[config.mk]
export PLATFORM = sky130hd
export DESIGN_NAME = oag_core
export DESIGN_NICKNAME = d
export VERILOG_FILES = /design/src/oag_pkg.sv /design/src/oag_core.sv /design/src/oag_ptr_unit.sv
export SDC_FILE = /design/constraint.sdc
export NUM_CORES = 1
export LEC_CHECK = 0
export BUFFER_PORTS_ARGS = -buffer_cell sky130_fd_sc_hd__buf_2
export CORE_MARGIN = 3
export CORE_UTILIZATION = 55
export DETAILED_ROUTE_END_ITERATION = 8
export PLACE_DENSITY = 0.75
export RECOVER_POWER = 100
export SYNTH_ARGS = -nofsm -noshare
export SYNTH_HDL_FRONTEND = slang
export SYNTH_HIERARCHICAL = 1
export SYNTH_SLANG_ARGS = --single-unit
[constraint.sdc]
create_clock -name CLOCK_IN -period 11.3 [get_ports CLOCK_IN]
set_clock_uncertainty 0.1 [all_clocks]
set_input_delay 1.13 -clock CLOCK_IN [delete_from_list [all_inputs] [get_ports CLOCK_IN]]
set_output_delay 1.13 -clock CLOCK_IN [all_outputs]
set_load 0.005 [all_outputs]
[src/oag_pkg.sv]
package oag_pkg;

    // ****************************************
    // Data space map
    // ****************************************
    localparam logic [15:0] REG_SPACE_END = 16'h0020;
    localparam logic [15:0] IO_SPACE_END = 16'h0060;
    localparam logic [15:0] INT_SRAM_END = 16'h0260;
    localparam logic [15:0] IO_DATA_OFFSET = 16'h0020;
    localparam logic [5:0] BIT_IO_LIMIT = 6'h20;

    // ****************************************
    // Pointer register positions
    // ****************************************
    localparam logic [4:0] PTR_X_LOW = 5'h1A;
    localparam logic [4:0] PTR_Y_LOW = 5'h1C;
    localparam logic [4:0] PTR_Z_LOW = 5'h1E;

    // ****************************************
    // Access cycle counts
    // ****************************************
    localparam logic [2:0] CYC_ONE = 3'h1;
    localparam logic [2:0] CYC_INT_SRAM = 3'h2;
    localparam logic [2:0] CYC_EXT_EXTRA = 3'h1;
    localparam logic [2:0] CYC_EXT_WAIT_EXTRA = 3'h2;
    localparam logic [2:0] STACK_EXTRA_PLAIN = 3'h2;
    localparam logic [2:0] STACK_EXTRA_WAIT = 3'h4;

    // ****************************************
    // Reset values and PC step
    // ****************************************
    localparam logic [7:0] REG_RESET = 8'h00;
    localparam logic [15:0] ADDR_RESET = 16'h0000;
    localparam logic [11:0] PC_RESET = 12'h000;
    localparam logic [11:0] PC_STEP = 12'h001;

    typedef enum logic [2:0] {
        OAG_MODE_DIRECT,
        OAG_MODE_IO,
        OAG_MODE_IND,
        OAG_MODE_DISP,
        OAG_MODE_PREDEC,
        OAG_MODE_POSTINC
    } oag_mode_t;

    typedef enum logic [1:0] {
        OAG_PTR_X,
        OAG_PTR_Y,
        OAG_PTR_Z
    } oag_ptr_t;

    typedef enum logic [1:0] {
        OAG_RGN_REG,
        OAG_RGN_IO,
        OAG_RGN_INT,
        OAG_RGN_EXT
    } oag_region_t;

    typedef enum logic [2:0] {
        OAG_BIT_NONE,
        OAG_BIT_IO_BIT_SET,
        OAG_BIT_IO_BIT_CLEAR,
        OAG_BIT_SKIP_IF_IO_BIT_ONE,
        OAG_BIT_SKIP_IF_IO_BIT_ZERO
    } oag_bit_op_t;

    typedef enum logic [2:0] {
        OAG_PGM_NONE,
        OAG_PGM_PROGRAM_CONSTANT_LOAD,
        OAG_PGM_POINTER_JUMP,
        OAG_PGM_POINTER_CALL,
        OAG_PGM_OFFSET_JUMP,
        OAG_PGM_OFFSET_CALL
    } oag_pgm_op_t;

endpackage

[src/oag_core.sv]
`timescale 1ns/1ps

// Operation
// - Waited external byte costs two extra cycles
// - Waited external stack adds four cycles
// - Registers 26 to 31 are pointers
// - Every mode except I/O reaches the whole data space
// - Direct mode uses full 16-bit address
// - Y or Z plus 6-bit displacement
// - Single register operand from destination
// - Two operands, result into destination
// - I/O address from six-bit field
// - Plain indirect uses pointer unchanged
// - Pre-decrement then use new pointer
// - Use pointer then post-increment
// - Z word select, bit 0 byte
// - Pointer jump or call loads Z
// - Relative target is PC plus k plus one
// - Internal SRAM access takes two cycles
// - Register ALU operation in one cycle
// - Core runs on undivided system clock
// - I/O data address is I/O plus 0x20
// - Bit instructions only on low 32 I/O
// - Bit set/clear rewrites whole register
// - Decode registers, I/O, internal, external
// - Plain external access adds one cycle
module oag_core #(
    parameter int unsigned NUM_REGS = 32,
    parameter int unsigned PC_W = 12
) (
    input wire logic CLOCK_IN,
    input wire logic SRST_IN,
    input wire logic START_IN,
    input wire oag_pkg::oag_mode_t MODE_IN,
    input wire oag_pkg::oag_ptr_t PTR_SEL_IN,
    input wire logic [5:0] DISP_IN,
    input wire logic [15:0] DIRECT_ADDR_IN,
    input wire logic [5:0] IO_ADDR_IN,
    input wire logic WAIT_STATE_IN,
    input wire logic [4:0] DST_SEL_IN,
    input wire logic [4:0] SRC_SEL_IN,
    input wire logic RESULT_WE_IN,
    input wire logic [7:0] RESULT_IN,
    input wire logic LOAD_WE_IN,
    input wire logic [4:0] LOAD_SEL_IN,
    input wire logic [7:0] LOAD_DATA_IN,
    input wire logic BIT_GO_IN,
    input wire oag_pkg::oag_bit_op_t BIT_OP_IN,
    input wire logic [2:0] BIT_SEL_IN,
    input wire logic [7:0] IO_RDATA_IN,
    input wire logic PGM_GO_IN,
    input wire oag_pkg::oag_pgm_op_t PGM_OP_IN,
    input wire logic [PC_W-1:0] PC_IN,
    input wire logic [PC_W-1:0] OFFSET_IN,
    input wire logic [15:0] SP_IN,
    output logic [7:0] DST_DATA_OUT,
    output logic [7:0] SRC_DATA_OUT,
    output logic BUSY_OUT,
    output logic DONE_OUT,
    output logic [15:0] DATA_ADDR_OUT,
    output oag_pkg::oag_region_t REGION_OUT,
    output logic [2:0] ACCESS_CYCLES_OUT,
    output logic IO_WE_OUT,
    output logic [5:0] IO_WADDR_OUT,
    output logic [7:0] IO_WDATA_OUT,
    output logic SKIP_OUT,
    output logic BIT_REJECT_OUT,
    output logic PC_LOAD_OUT,
    output logic [PC_W-1:0] PC_NEXT_OUT,
    output logic CONST_VALID_OUT,
    output logic [14:0] PGM_WORD_ADDR_OUT,
    output logic PGM_HIGH_BYTE_OUT,
    output logic [2:0] STACK_EXTRA_OUT
);

    typedef enum logic {
        OAG_S_IDLE,
        OAG_S_ACCESS
    } oag_state_t;

    // ****************************************
    // Working registers and pointers
    // ****************************************
    logic [7:0] regs_q [NUM_REGS];
    logic [7:0] regs_d [NUM_REGS];
    logic [4:0] ptr_lo;
    logic [4:0] ptr_hi;
    logic [15:0] cur_ptr;
    logic [15:0] z_ptr;
    logic [15:0] ind_addr;
    logic [15:0] ptr_next;
    logic ptr_we;
    logic take;

    always_comb begin
        case (PTR_SEL_IN)
            oag_pkg::OAG_PTR_X: ptr_lo = oag_pkg::PTR_X_LOW;
            oag_pkg::OAG_PTR_Y: ptr_lo = oag_pkg::PTR_Y_LOW;
            default: ptr_lo = oag_pkg::PTR_Z_LOW;
        endcase
        // Displacement has no X form; X falls back to Y
        if (MODE_IN == oag_pkg::OAG_MODE_DISP && PTR_SEL_IN == oag_pkg::OAG_PTR_X) begin
            ptr_lo = oag_pkg::PTR_Y_LOW;
        end
        ptr_hi = ptr_lo + 5'h01;
        cur_ptr = {regs_q[ptr_hi], regs_q[ptr_lo]};
        z_ptr = {regs_q[oag_pkg::PTR_Z_LOW + 5'h01], regs_q[oag_pkg::PTR_Z_LOW]};
    end

    oag_ptr_unit #(
        .PTR_W(16),
        .DISP_W(6)
    ) u_ptr (
        .ptr_in(cur_ptr),
        .mode_in(MODE_IN),
        .disp_in(DISP_IN),
        .addr_out(ind_addr),
        .ptr_next_out(ptr_next),
        .ptr_we_out(ptr_we)
    );

    assign DST_DATA_OUT = regs_q[DST_SEL_IN];
    assign SRC_DATA_OUT = regs_q[SRC_SEL_IN];

    always_comb begin
        regs_d = regs_q;
        if (LOAD_WE_IN) begin
            regs_d[LOAD_SEL_IN] = LOAD_DATA_IN;
        end
        // ALU result lands on the rising edge that closes the cycle its operands were read in
        if (RESULT_WE_IN) begin
            regs_d[DST_SEL_IN] = RESULT_IN;
        end
        if (take && ptr_we) begin
            regs_d[ptr_lo] = ptr_next[7:0];
            regs_d[ptr_hi] = ptr_next[15:8];
        end
    end

    always_ff @(posedge CLOCK_IN) begin
        if (SRST_IN) begin
            regs_q <= '{default: oag_pkg::REG_RESET};
        end else begin
            regs_q <= regs_d;
        end
    end

    // ****************************************
    // Operand address and access timing
    // ****************************************
    oag_state_t state_q;
    oag_state_t state_d;
    logic [2:0] cnt_q;
    logic [2:0] cnt_d;
    logic [15:0] addr_q;
    logic [15:0] addr_d;
    oag_pkg::oag_region_t rgn_q;
    oag_pkg::oag_region_t rgn_d;
    logic [15:0] op_addr;
    oag_pkg::oag_region_t op_rgn;
    logic [2:0] op_cycles;

    assign take = START_IN && (state_q == OAG_S_IDLE);

    always_comb begin
        case (MODE_IN)
            oag_pkg::OAG_MODE_DIRECT: op_addr = DIRECT_ADDR_IN;
            oag_pkg::OAG_MODE_IO: op_addr = {10'h000, IO_ADDR_IN} + oag_pkg::IO_DATA_OFFSET;
            default: op_addr = ind_addr;
        endcase
        if (op_addr < oag_pkg::REG_SPACE_END) begin
            op_rgn = oag_pkg::OAG_RGN_REG;
        end else if (op_addr < oag_pkg::IO_SPACE_END) begin
            op_rgn = oag_pkg::OAG_RGN_IO;
        end else if (op_addr < oag_pkg::INT_SRAM_END) begin
            op_rgn = oag_pkg::OAG_RGN_INT;
        end else begin
            op_rgn = oag_pkg::OAG_RGN_EXT;
        end
        case (op_rgn)
            oag_pkg::OAG_RGN_INT: op_cycles = oag_pkg::CYC_INT_SRAM;
            oag_pkg::OAG_RGN_EXT: begin
                if (WAIT_STATE_IN) begin
                    op_cycles = oag_pkg::CYC_INT_SRAM + oag_pkg::CYC_EXT_WAIT_EXTRA;
                end else begin
                    op_cycles = oag_pkg::CYC_INT_SRAM + oag_pkg::CYC_EXT_EXTRA;
                end
            end
            default: op_cycles = oag_pkg::CYC_ONE;
        endcase
    end

    always_comb begin
        state_d = state_q;
        cnt_d = cnt_q;
        addr_d = addr_q;
        rgn_d = rgn_q;
        case (state_q)
            OAG_S_IDLE: begin
                if (START_IN) begin
                    addr_d = op_addr;
                    rgn_d = op_rgn;
                    cnt_d = op_cycles;
                    state_d = OAG_S_ACCESS;
                end
            end
            OAG_S_ACCESS: begin
                if (cnt_q == oag_pkg::CYC_ONE) begin
                    state_d = OAG_S_IDLE;
                end else begin
                    cnt_d = cnt_q - oag_pkg::CYC_ONE;
                end
            end
            default: begin
                state_d = OAG_S_IDLE;
            end
        endcase
    end

    always_ff @(posedge CLOCK_IN) begin
        if (SRST_IN) begin
            state_q <= OAG_S_IDLE;
            cnt_q <= oag_pkg::CYC_ONE;
            addr_q <= oag_pkg::ADDR_RESET;
            rgn_q <= oag_pkg::OAG_RGN_REG;
        end else begin
            state_q <= state_d;
            cnt_q <= cnt_d;
            addr_q <= addr_d;
            rgn_q <= rgn_d;
        end
    end

    assign BUSY_OUT = (state_q == OAG_S_ACCESS);
    assign DONE_OUT = (state_q == OAG_S_ACCESS) && (cnt_q == oag_pkg::CYC_ONE);
    assign DATA_ADDR_OUT = addr_q;
    assign REGION_OUT = rgn_q;
    assign ACCESS_CYCLES_OUT = cnt_q;

    // ****************************************
    // I/O bit access
    // ****************************************
    logic io_we_q;
    logic io_we_d;
    logic [5:0] io_waddr_q;
    logic [5:0] io_waddr_d;
    logic [7:0] io_wdata_q;
    logic [7:0] io_wdata_d;
    logic skip_q;
    logic skip_d;
    logic reject_q;
    logic reject_d;
    logic [7:0] bit_mask;

    always_comb begin
        bit_mask = 8'h01 << BIT_SEL_IN;
        io_we_d = 1'b0;
        io_waddr_d = io_waddr_q;
        io_wdata_d = io_wdata_q;
        skip_d = 1'b0;
        reject_d = 1'b0;
        if (BIT_GO_IN && BIT_OP_IN != oag_pkg::OAG_BIT_NONE) begin
            if (IO_ADDR_IN >= oag_pkg::BIT_IO_LIMIT) begin
                reject_d = 1'b1;
            end else begin
                io_waddr_d = IO_ADDR_IN;
                // Whole byte goes back, so set flags read as one are written back as one
                case (BIT_OP_IN)
                    oag_pkg::OAG_BIT_IO_BIT_SET: begin
                        io_we_d = 1'b1;
                        io_wdata_d = IO_RDATA_IN | bit_mask;
                    end
                    oag_pkg::OAG_BIT_IO_BIT_CLEAR: begin
                        io_we_d = 1'b1;
                        io_wdata_d = IO_RDATA_IN & ~bit_mask;
                    end
                    oag_pkg::OAG_BIT_SKIP_IF_IO_BIT_ONE: skip_d = |(IO_RDATA_IN & bit_mask);
                    oag_pkg::OAG_BIT_SKIP_IF_IO_BIT_ZERO: skip_d = ~|(IO_RDATA_IN & bit_mask);
                    default: skip_d = 1'b0;
                endcase
            end
        end
    end

    always_ff @(posedge CLOCK_IN) begin
        if (SRST_IN) begin
            io_we_q <= 1'b0;
            io_waddr_q <= 6'h00;
            io_wdata_q <= 8'h00;
            skip_q <= 1'b0;
            reject_q <= 1'b0;
        end else begin
            io_we_q <= io_we_d;
            io_waddr_q <= io_waddr_d;
            io_wdata_q <= io_wdata_d;
            skip_q <= skip_d;
            reject_q <= reject_d;
        end
    end

    assign IO_WE_OUT = io_we_q;
    assign IO_WADDR_OUT = io_waddr_q;
    assign IO_WDATA_OUT = io_wdata_q;
    assign SKIP_OUT = skip_q;
    assign BIT_REJECT_OUT = reject_q;

    // ****************************************
    // Program space addressing
    // ****************************************
    logic pc_load_q;
    logic pc_load_d;
    logic [PC_W-1:0] pc_next_q;
    logic [PC_W-1:0] pc_next_d;
    logic const_q;
    logic const_d;
    logic [14:0] word_q;
    logic [14:0] word_d;
    logic high_q;
    logic high_d;
    logic [2:0] stack_q;
    logic [2:0] stack_d;

    always_comb begin
        pc_load_d = 1'b0;
        pc_next_d = pc_next_q;
        const_d = 1'b0;
        word_d = word_q;
        high_d = high_q;
        if (PGM_GO_IN) begin
            case (PGM_OP_IN)
                oag_pkg::OAG_PGM_PROGRAM_CONSTANT_LOAD: begin
                    const_d = 1'b1;
                    word_d = z_ptr[15:1];
                    high_d = z_ptr[0];
                end
                oag_pkg::OAG_PGM_POINTER_JUMP, oag_pkg::OAG_PGM_POINTER_CALL: begin
                    pc_load_d = 1'b1;
                    pc_next_d = z_ptr[PC_W-1:0];
                end
                oag_pkg::OAG_PGM_OFFSET_JUMP, oag_pkg::OAG_PGM_OFFSET_CALL: begin
                    // Wraps modulo program size, so any target is reachable
                    pc_load_d = 1'b1;
                    pc_next_d = PC_IN + OFFSET_IN + oag_pkg::PC_STEP;
                end
                default: pc_load_d = 1'b0;
            endcase
        end
        if (SP_IN < oag_pkg::INT_SRAM_END) begin
            stack_d = 3'h0;
        end else if (WAIT_STATE_IN) begin
            stack_d = oag_pkg::STACK_EXTRA_WAIT;
        end else begin
            stack_d = oag_pkg::STACK_EXTRA_PLAIN;
        end
    end

    always_ff @(posedge CLOCK_IN) begin
        if (SRST_IN) begin
            pc_load_q <= 1'b0;
            pc_next_q <= oag_pkg::PC_RESET;
            const_q <= 1'b0;
            word_q <= 15'h0000;
            high_q <= 1'b0;
            stack_q <= 3'h0;
        end else begin
            pc_load_q <= pc_load_d;
            pc_next_q <= pc_next_d;
            const_q <= const_d;
            word_q <= word_d;
            high_q <= high_d;
            stack_q <= stack_d;
        end
    end

    assign PC_LOAD_OUT = pc_load_q;
    assign PC_NEXT_OUT = pc_next_q;
    assign CONST_VALID_OUT = const_q;
    assign PGM_WORD_ADDR_OUT = word_q;
    assign PGM_HIGH_BYTE_OUT = high_q;
    assign STACK_EXTRA_OUT = stack_q;
endmodule

[src/oag_ptr_unit.sv]
`timescale 1ns/1ps

module oag_ptr_unit #(
    parameter int unsigned PTR_W = 16,
    parameter int unsigned DISP_W = 6
) (
    input wire logic [PTR_W-1:0] ptr_in,
    input wire oag_pkg::oag_mode_t mode_in,
    input wire logic [DISP_W-1:0] disp_in,
    output logic [PTR_W-1:0] addr_out,
    output logic [PTR_W-1:0] ptr_next_out,
    output logic ptr_we_out
);

    always_comb begin
        addr_out = ptr_in;
        ptr_next_out = ptr_in;
        ptr_we_out = 1'b0;
        case (mode_in)
            oag_pkg::OAG_MODE_IND: begin
                addr_out = ptr_in;
            end
            oag_pkg::OAG_MODE_DISP: begin
                addr_out = ptr_in + PTR_W'(disp_in);
            end
            oag_pkg::OAG_MODE_PREDEC: begin
                // Full-width step so a carry crosses the byte pair
                ptr_next_out = ptr_in - PTR_W'(1);
                addr_out = ptr_in - PTR_W'(1);
                ptr_we_out = 1'b1;
            end
            oag_pkg::OAG_MODE_POSTINC: begin
                ptr_next_out = ptr_in + PTR_W'(1);
                addr_out = ptr_in;
                ptr_we_out = 1'b1;
            end
            default: begin
                addr_out = ptr_in;
            end
        endcase
    end

endmodule

Word level (Yosys, flattened, before mapping)
Index checks and enable logic that the tools add are counted.

Flip-flop bits (word level): 328. Output and inout port bits: 89.

Bitwise gates (word level): 13. Eq/ne operators: 19. $add $sub $neg: 8. Shift-type cells: 1. $lt $le $gt $ge: 14. Reductions and logical operators: 31. Mux-type cells: 52.

Operator list (number): bitwise mux 256 bit (4); two-way mux 256 bit (3); binary-select mux 8 bit (select 5 bit) (4); demux 8 bit (select 5 bit) (4); two-way mux 8 bit (12); case mux 16 bit (2 select lines) (3); >= comparator 6 bit, second input constant (6); < comparator 16 x 10 -> 1 bit, second input constant (2); NOT 5 -> 6 bit (5); < comparator 6 x 1 -> 1 bit, second input constant (4); case mux 12 bit (2 select lines) (1); case mux 3 bit (2 select lines) (3); adder 16 x 1 -> 16 bit, second input constant (1); adder 16 x 6 -> 16 bit (1); AND 8 bit (2); < comparator 16 x 6 -> 1 bit, second input constant (1); < comparator 16 x 7 -> 1 bit, second input constant (1); case mux 8 bit (2 select lines) (1); subtractor 16 x 1 -> 16 bit, second input constant (1); equality test 3 x 2 -> 1 bit, second input constant (5); equality test 3 bit, second input constant (5); two-way mux 3 bit (5); OR reduction 2 bit (7); adder 12 x 1 -> 12 bit, second input constant (1); 26 further kinds (56).

Depth between registers and ports, before layout
Depth in word-level cells: 19. Depth in mapped cells: 20.

Hierarchy
The synthesis kept the hierarchy.

By module, submodules not included: oag_core (area an instance 20088.0 um2, cells an instance 2254, sequential area each 6546.3 um2, times used 1); oag_ptr_unit (area an instance 1280.0 um2, cells an instance 202, sequential area each 0.0 um2, times used 1).

Least setup slack after synthesis
Ideal clock, no wire load.

Path kind: in2reg. From: input port MODE_IN[0]. To: register cnt_q[2] (netlist: ACCESS_CYCLES_OUT[2]). Arrival time: 5.155 ns. Stages on the path: 19. Required time: 11.068 ns. Setup slack: 5.913 ns. Buffers on the path: 4. Path through: buf_2 buf_4 a31oi_1 buf_2 buf_2 mux2i_1 o21ai_0 ha_1 a211oi_1 o21ai_0 and3_1 o31ai_1 xnor2_1 o21ai_0 nand4_1 nor3_1 o211ai_1 o2111ai_1 a21oi_1.

Elaborated cells between the ends (all ways): 30. Classes of those cells: add/sub (3); order compare (3); eq/ne (5); mux (15); bitwise (2); reduce/logical (2).

RTL lines: from (decl) (line oag_core.sv:34) `input wire oag_pkg::oag_mode_t MODE_IN,`; equality test 3 x 2 -> 1 bit (*) (line oag_core.sv:102) `if (MODE_IN == oag_pkg::OAG_MODE_DISP && PTR_SEL_IN == oag_pkg::OAG_PTR_X) begin`; logical AND 1 bit (*) (line oag_core.sv:102); two-way mux 3 bit (*) (line oag_core.sv:102); NOT 5 -> 6 bit (not written as such) (*) (line oag_core.sv:106) `cur_ptr = {regs_q[ptr_hi], regs_q[ptr_lo]};`; binary-select mux 8 bit (select 5 bit) (*) (line oag_core.sv:106); two-way mux 8 bit (not written as such) (*) (2 in a row) (line oag_core.sv:106); via cur_ptr[1] (line oag_core.sv:88) `logic [15:0] cur_ptr;`; subtractor 16 x 1 -> 16 bit or adder 16 x 6 -> 16 bit (tied branches) (line oag_ptr_unit.sv:29, oag_ptr_unit.sv:24); [... 1 more ...]; via ind_addr[11] (line oag_core.sv:90) `logic [15:0] ind_addr;`; [... 1 more ...]; < comparator 16 x 10 -> 1 bit (line oag_core.sv:175) `end else if (op_addr < oag_pkg::INT_SRAM_END) begin`; two-way mux 1 bit (line oag_core.sv:175); two-way mux 2 bit (line oag_core.sv:173) `end else if (op_addr < oag_pkg::IO_SPACE_END) begin`; two-way mux 2 bit (*) (line oag_core.sv:171) `if (op_addr < oag_pkg::REG_SPACE_END) begin`; equality test 2 bit (line oag_core.sv:180) `case (op_rgn)`; case mux 3 bit (2 select lines) (*) (line oag_core.sv:180); two-way mux 3 bit (*) (line oag_core.sv:200) `if (START_IN) begin`; case mux 3 bit (2 select lines) (*) (line oag_core.sv:198) `case (state_q)`; to (signal assigned) (line oag_core.sv:223) `cnt_q <= oag_pkg::CYC_ONE;`; to (signal assigned) (line oag_core.sv:228) `cnt_q <= cnt_d;`; to (decl) (line oag_core.sv:153) `logic [2:0] cnt_q;`.

The timed path passes the listed nets; every way through them passes the cells marked *. The select of a mux whose other input is x is not followed. A chain may end at the register's enable or synchronous reset.

Worst setup path in the final report
From: input port SRC_SEL_IN[0]. To: output port SRC_DATA_OUT[3].

Cells in the longest elaborated chain, start to end: 4.

RTL lines: from (decl) (line oag_core.sv:41) `input wire logic [4:0] SRC_SEL_IN,`; NOT 5 -> 6 bit (not written as such) (line oag_core.sv:123) `assign SRC_DATA_OUT = regs_q[SRC_SEL_IN];`; binary-select mux 8 bit (select 5 bit) (line oag_core.sv:123); two-way mux 8 bit (not written as such) (2 in a row) (line oag_core.sv:123); to (decl) (line oag_core.sv:57) `output logic [7:0] SRC_DATA_OUT,`.

Every way passes these cells. The select of a mux whose other input is x is not followed.

==> run summary <==
status - finished with violations
failing checks - DRC, capacitance limit, slew limit
Most used DFF post-synth - dfxtp_1
gpl congestion - 0.997
worst setup path category - input pin to output pin
total global-route track usage - 36.0%
minimum clock period - 8100 ps
CP Buf/Inv Count - 3
register area share after synthesis - 30.6%
initial antenna violation count - 2
area after detailed placement - 22,400 um2
clock group share of total power - 42.8%
Arr. time, crit path - 6870 ps
mapped cell area - 21,400 um2
ANT nets after route - 0
max_cap viols - 7
Worst Tran Pin Value - 3260 ps
Worst R2R Path Depth - 14
Seq cells post-synth - 327
overflow left after global routing - 0
worst r2r src - regs_q[10]
Cells after Synth - 2,456
I/O pins - 218
DR iter-0 viols - 2,506
Crit path largest cell delay - 2260 ps
pre-CTS WS - 5250 ps
CTS Buffer Depth - 3
Num CTS Buffers - 38
# rows - 71
die area - 41,300 um2
Worst IR Drop VDD - 0.137 mV
Fmax achieved - 123 MHz
final worst setup slack - 3200 ps
largest net degree at the start of global routing - 161
mean post-synth cell area - 8.70 um2
Final Max Tran Viols - 238
Setup violations, final - 0
Die W - 203 um
post-route cell area - 23,500 um2
syn_nets - 2,609
core area - 38,000 um2
fin crit share - 71.7%
DR WL/cell - 25.2 um
Sequential Power Share - 42.2%
total number of vias - 21,125
post-CTS setup repair buffer count - 0
CTS Sinks - 327
Hold Crit Start - PGM_WORD_ADDR_OUT[11]
crit-path cells - clkbuf_1 -> clkbuf_1 -> mux4_2 -> mux4_2 -> mux2_1 -> buf_2
worst skew pair latency - 570 ps
hold_buf cts - 0
Post-route DRC - 1
Final Util - 61.7%
drt total wl - 76,300 um
CP max-delay cell - clkbuf_1
CTS root buf - clkbuf_16
Rel. slew slack - -118%
RSZ-0062 raised after global routing - false
port bufs - 211
global-route wire length before repair - 117,000 um
CP Capture Type - output pin
internal cell power - 0.00205 W
Startpoint Class - input pin
Final #Nets - 2,650
vias in the first global route - 20,128
switching share of power - 28.6%
Filler Cell Count - 3,335
Worst Path Required - 10,070 ps
ant diodes - 0
pwr/cell area - 123 nW/um2
min-delay worst type - flip-flop to flip-flop
combinational fraction of design power - 15.0%
Hold Path Cell Cnt - 2
post-cts gate resize count - 0
layout cell share with drive strength beyond 1 - 16.3%
Crit. Startpoint - SRC_SEL_IN[0]
Initial Util - 56.2%
Via density - 6.97
CP Depth - 6
Detailed Routing Iterations Pass 1 - 9
commonest cells after routing, fill and taps aside - nor2_1 (366), dfxtp_1 (327), nand2_1 (289), mux2i_1 (163), nand3_1 (145)
Post-synth ARST share - 0%
CTS tree - built
Yosys warning count - 6
DP HPWL - 49,600 um
most common cell after layout, fill and taps aside - nor2_1
Die Y - 203 um
Syn-to-layout area delta - 9.76%
family with the most delay on the worst path - buffers and inverters
EDFF count, synth - 0
CTS clk-pin slew, worst paths - 60 ps
final setup TNS - 0 ps
final hold vios - 0
CTS H-Tree Depth - 2
Worst Path Max Fanout - 34
Yosys cell types - 70
NetSw - 0.000822 W
Lkg Pwr - 7.93 nW
-- flip-flops by register name (all words and copies together), names as in the netlist, 2 cells and up --
name / count
IO_WDATA_OUT: 8
REGION_OUT: 2
ACCESS_CYCLES_OUT: 3
PGM_WORD_ADDR_OUT: 15
regs_q: 256
STACK_EXTRA_OUT: 2
IO_WADDR_OUT: 6
PC_NEXT_OUT: 12
DATA_ADDR_OUT: 16
-- stage by stage --
step	std cells	total power, W	hold slack, ps
2_1_floorplan	2456	0.00152	348
3_3_place_gp	2968	0.00165	338
3_5_place_dp	2968	0.00166	344
4_1_cts	3033	0.00287	355
5_1_grt	3033	0.00295	383
6_report	3033	0.00287	356
-- final timing paths --
check | slack, ps | to
max | 3200 | SRC_DATA_OUT[3]
min | 360 | PGM_WORD_ADDR_OUT[11]
max reg2reg | 6720 | ACCESS_CYCLES_OUT[2]
min reg2reg | 360 | PGM_WORD_ADDR_OUT[11]
-- final cells by class --
type	count	area [um2]	area share, %
flip-flops and latches	327	6550	27.9
clock inverters	9	75.1	0.320
clock buffers	56	1130	4.83
inverters	18	67.6	0.288
repair buffers	245	1220	5.19
multi-input cells	1867	13800	58.7
well taps	511	639	2.73
-- cell families (layout without fill, tap and decap cells) --
kind of cell	Yosys count	after routing	share of synthesized area, %
AOI/OAI and AO/OA	538	538	18.0
xor gates and xnor gates	39	39	1.60
adders and majority gates	24	24	1.48
buffers and inverters	262	328	5.03
DFF	327	327	30.6
muxes	316	316	23.3
other	1	1	0.0175
and+or+nand+nor	949	949	20.0
-- layer usage --
metal  share of wire [%]  wire, um  GRT usage [%]  vias up
met4                 6.4      4910           20.8        4
met2                  45     34500           56.6     1434
met5               0.029        22              0        -
met3                  12      9320           9.72      314
li1                    -         -              -     9279
met1                  36     27600           44.7    10094
-- worst reg2reg max path, cell delays in order, from the launching register on --
cell and delay [ps]:
dfxtp_1 440, nand2_1 100, o21ai_0 80, clkbuf_1 310
or4_1 690, or3_1 510, nor4_1 460, o21ai_0 140
a2bb2oi_1 190, o21ai_0 120, nand4_1 170, nor3_1 520
o211ai_1 260, o2111ai_1 210, a21oi_1 120
-- cells in the mapped netlist, types with 50 or more instances --
cell	n	area, um2
nor2_1	366	1370
dfxtp_1	327	6550
nand2_1	289	1080
clkbuf_1	193	724
mux2i_1	163	1630
nand3_1	145	726
mux4_2	144	3240
a211oi_1	137	1030
a311oi_1	136	1190
a21oi_1	111	556
o21ai_0	50	250
-- power groups by stage --
stage          clock network (W)  logic (W)  registers, W
2_1_floorplan                  0   0.000288       0.00123
3_3_place_gp                   0   0.000415       0.00123
3_5_place_dp                   0   0.000424       0.00124
4_1_cts                  0.00123   0.000427       0.00121
5_1_grt                  0.00127   0.000464       0.00122
6_report                 0.00123   0.000433       0.00121
Note: power is estimated with default switching activity, not from simulation.
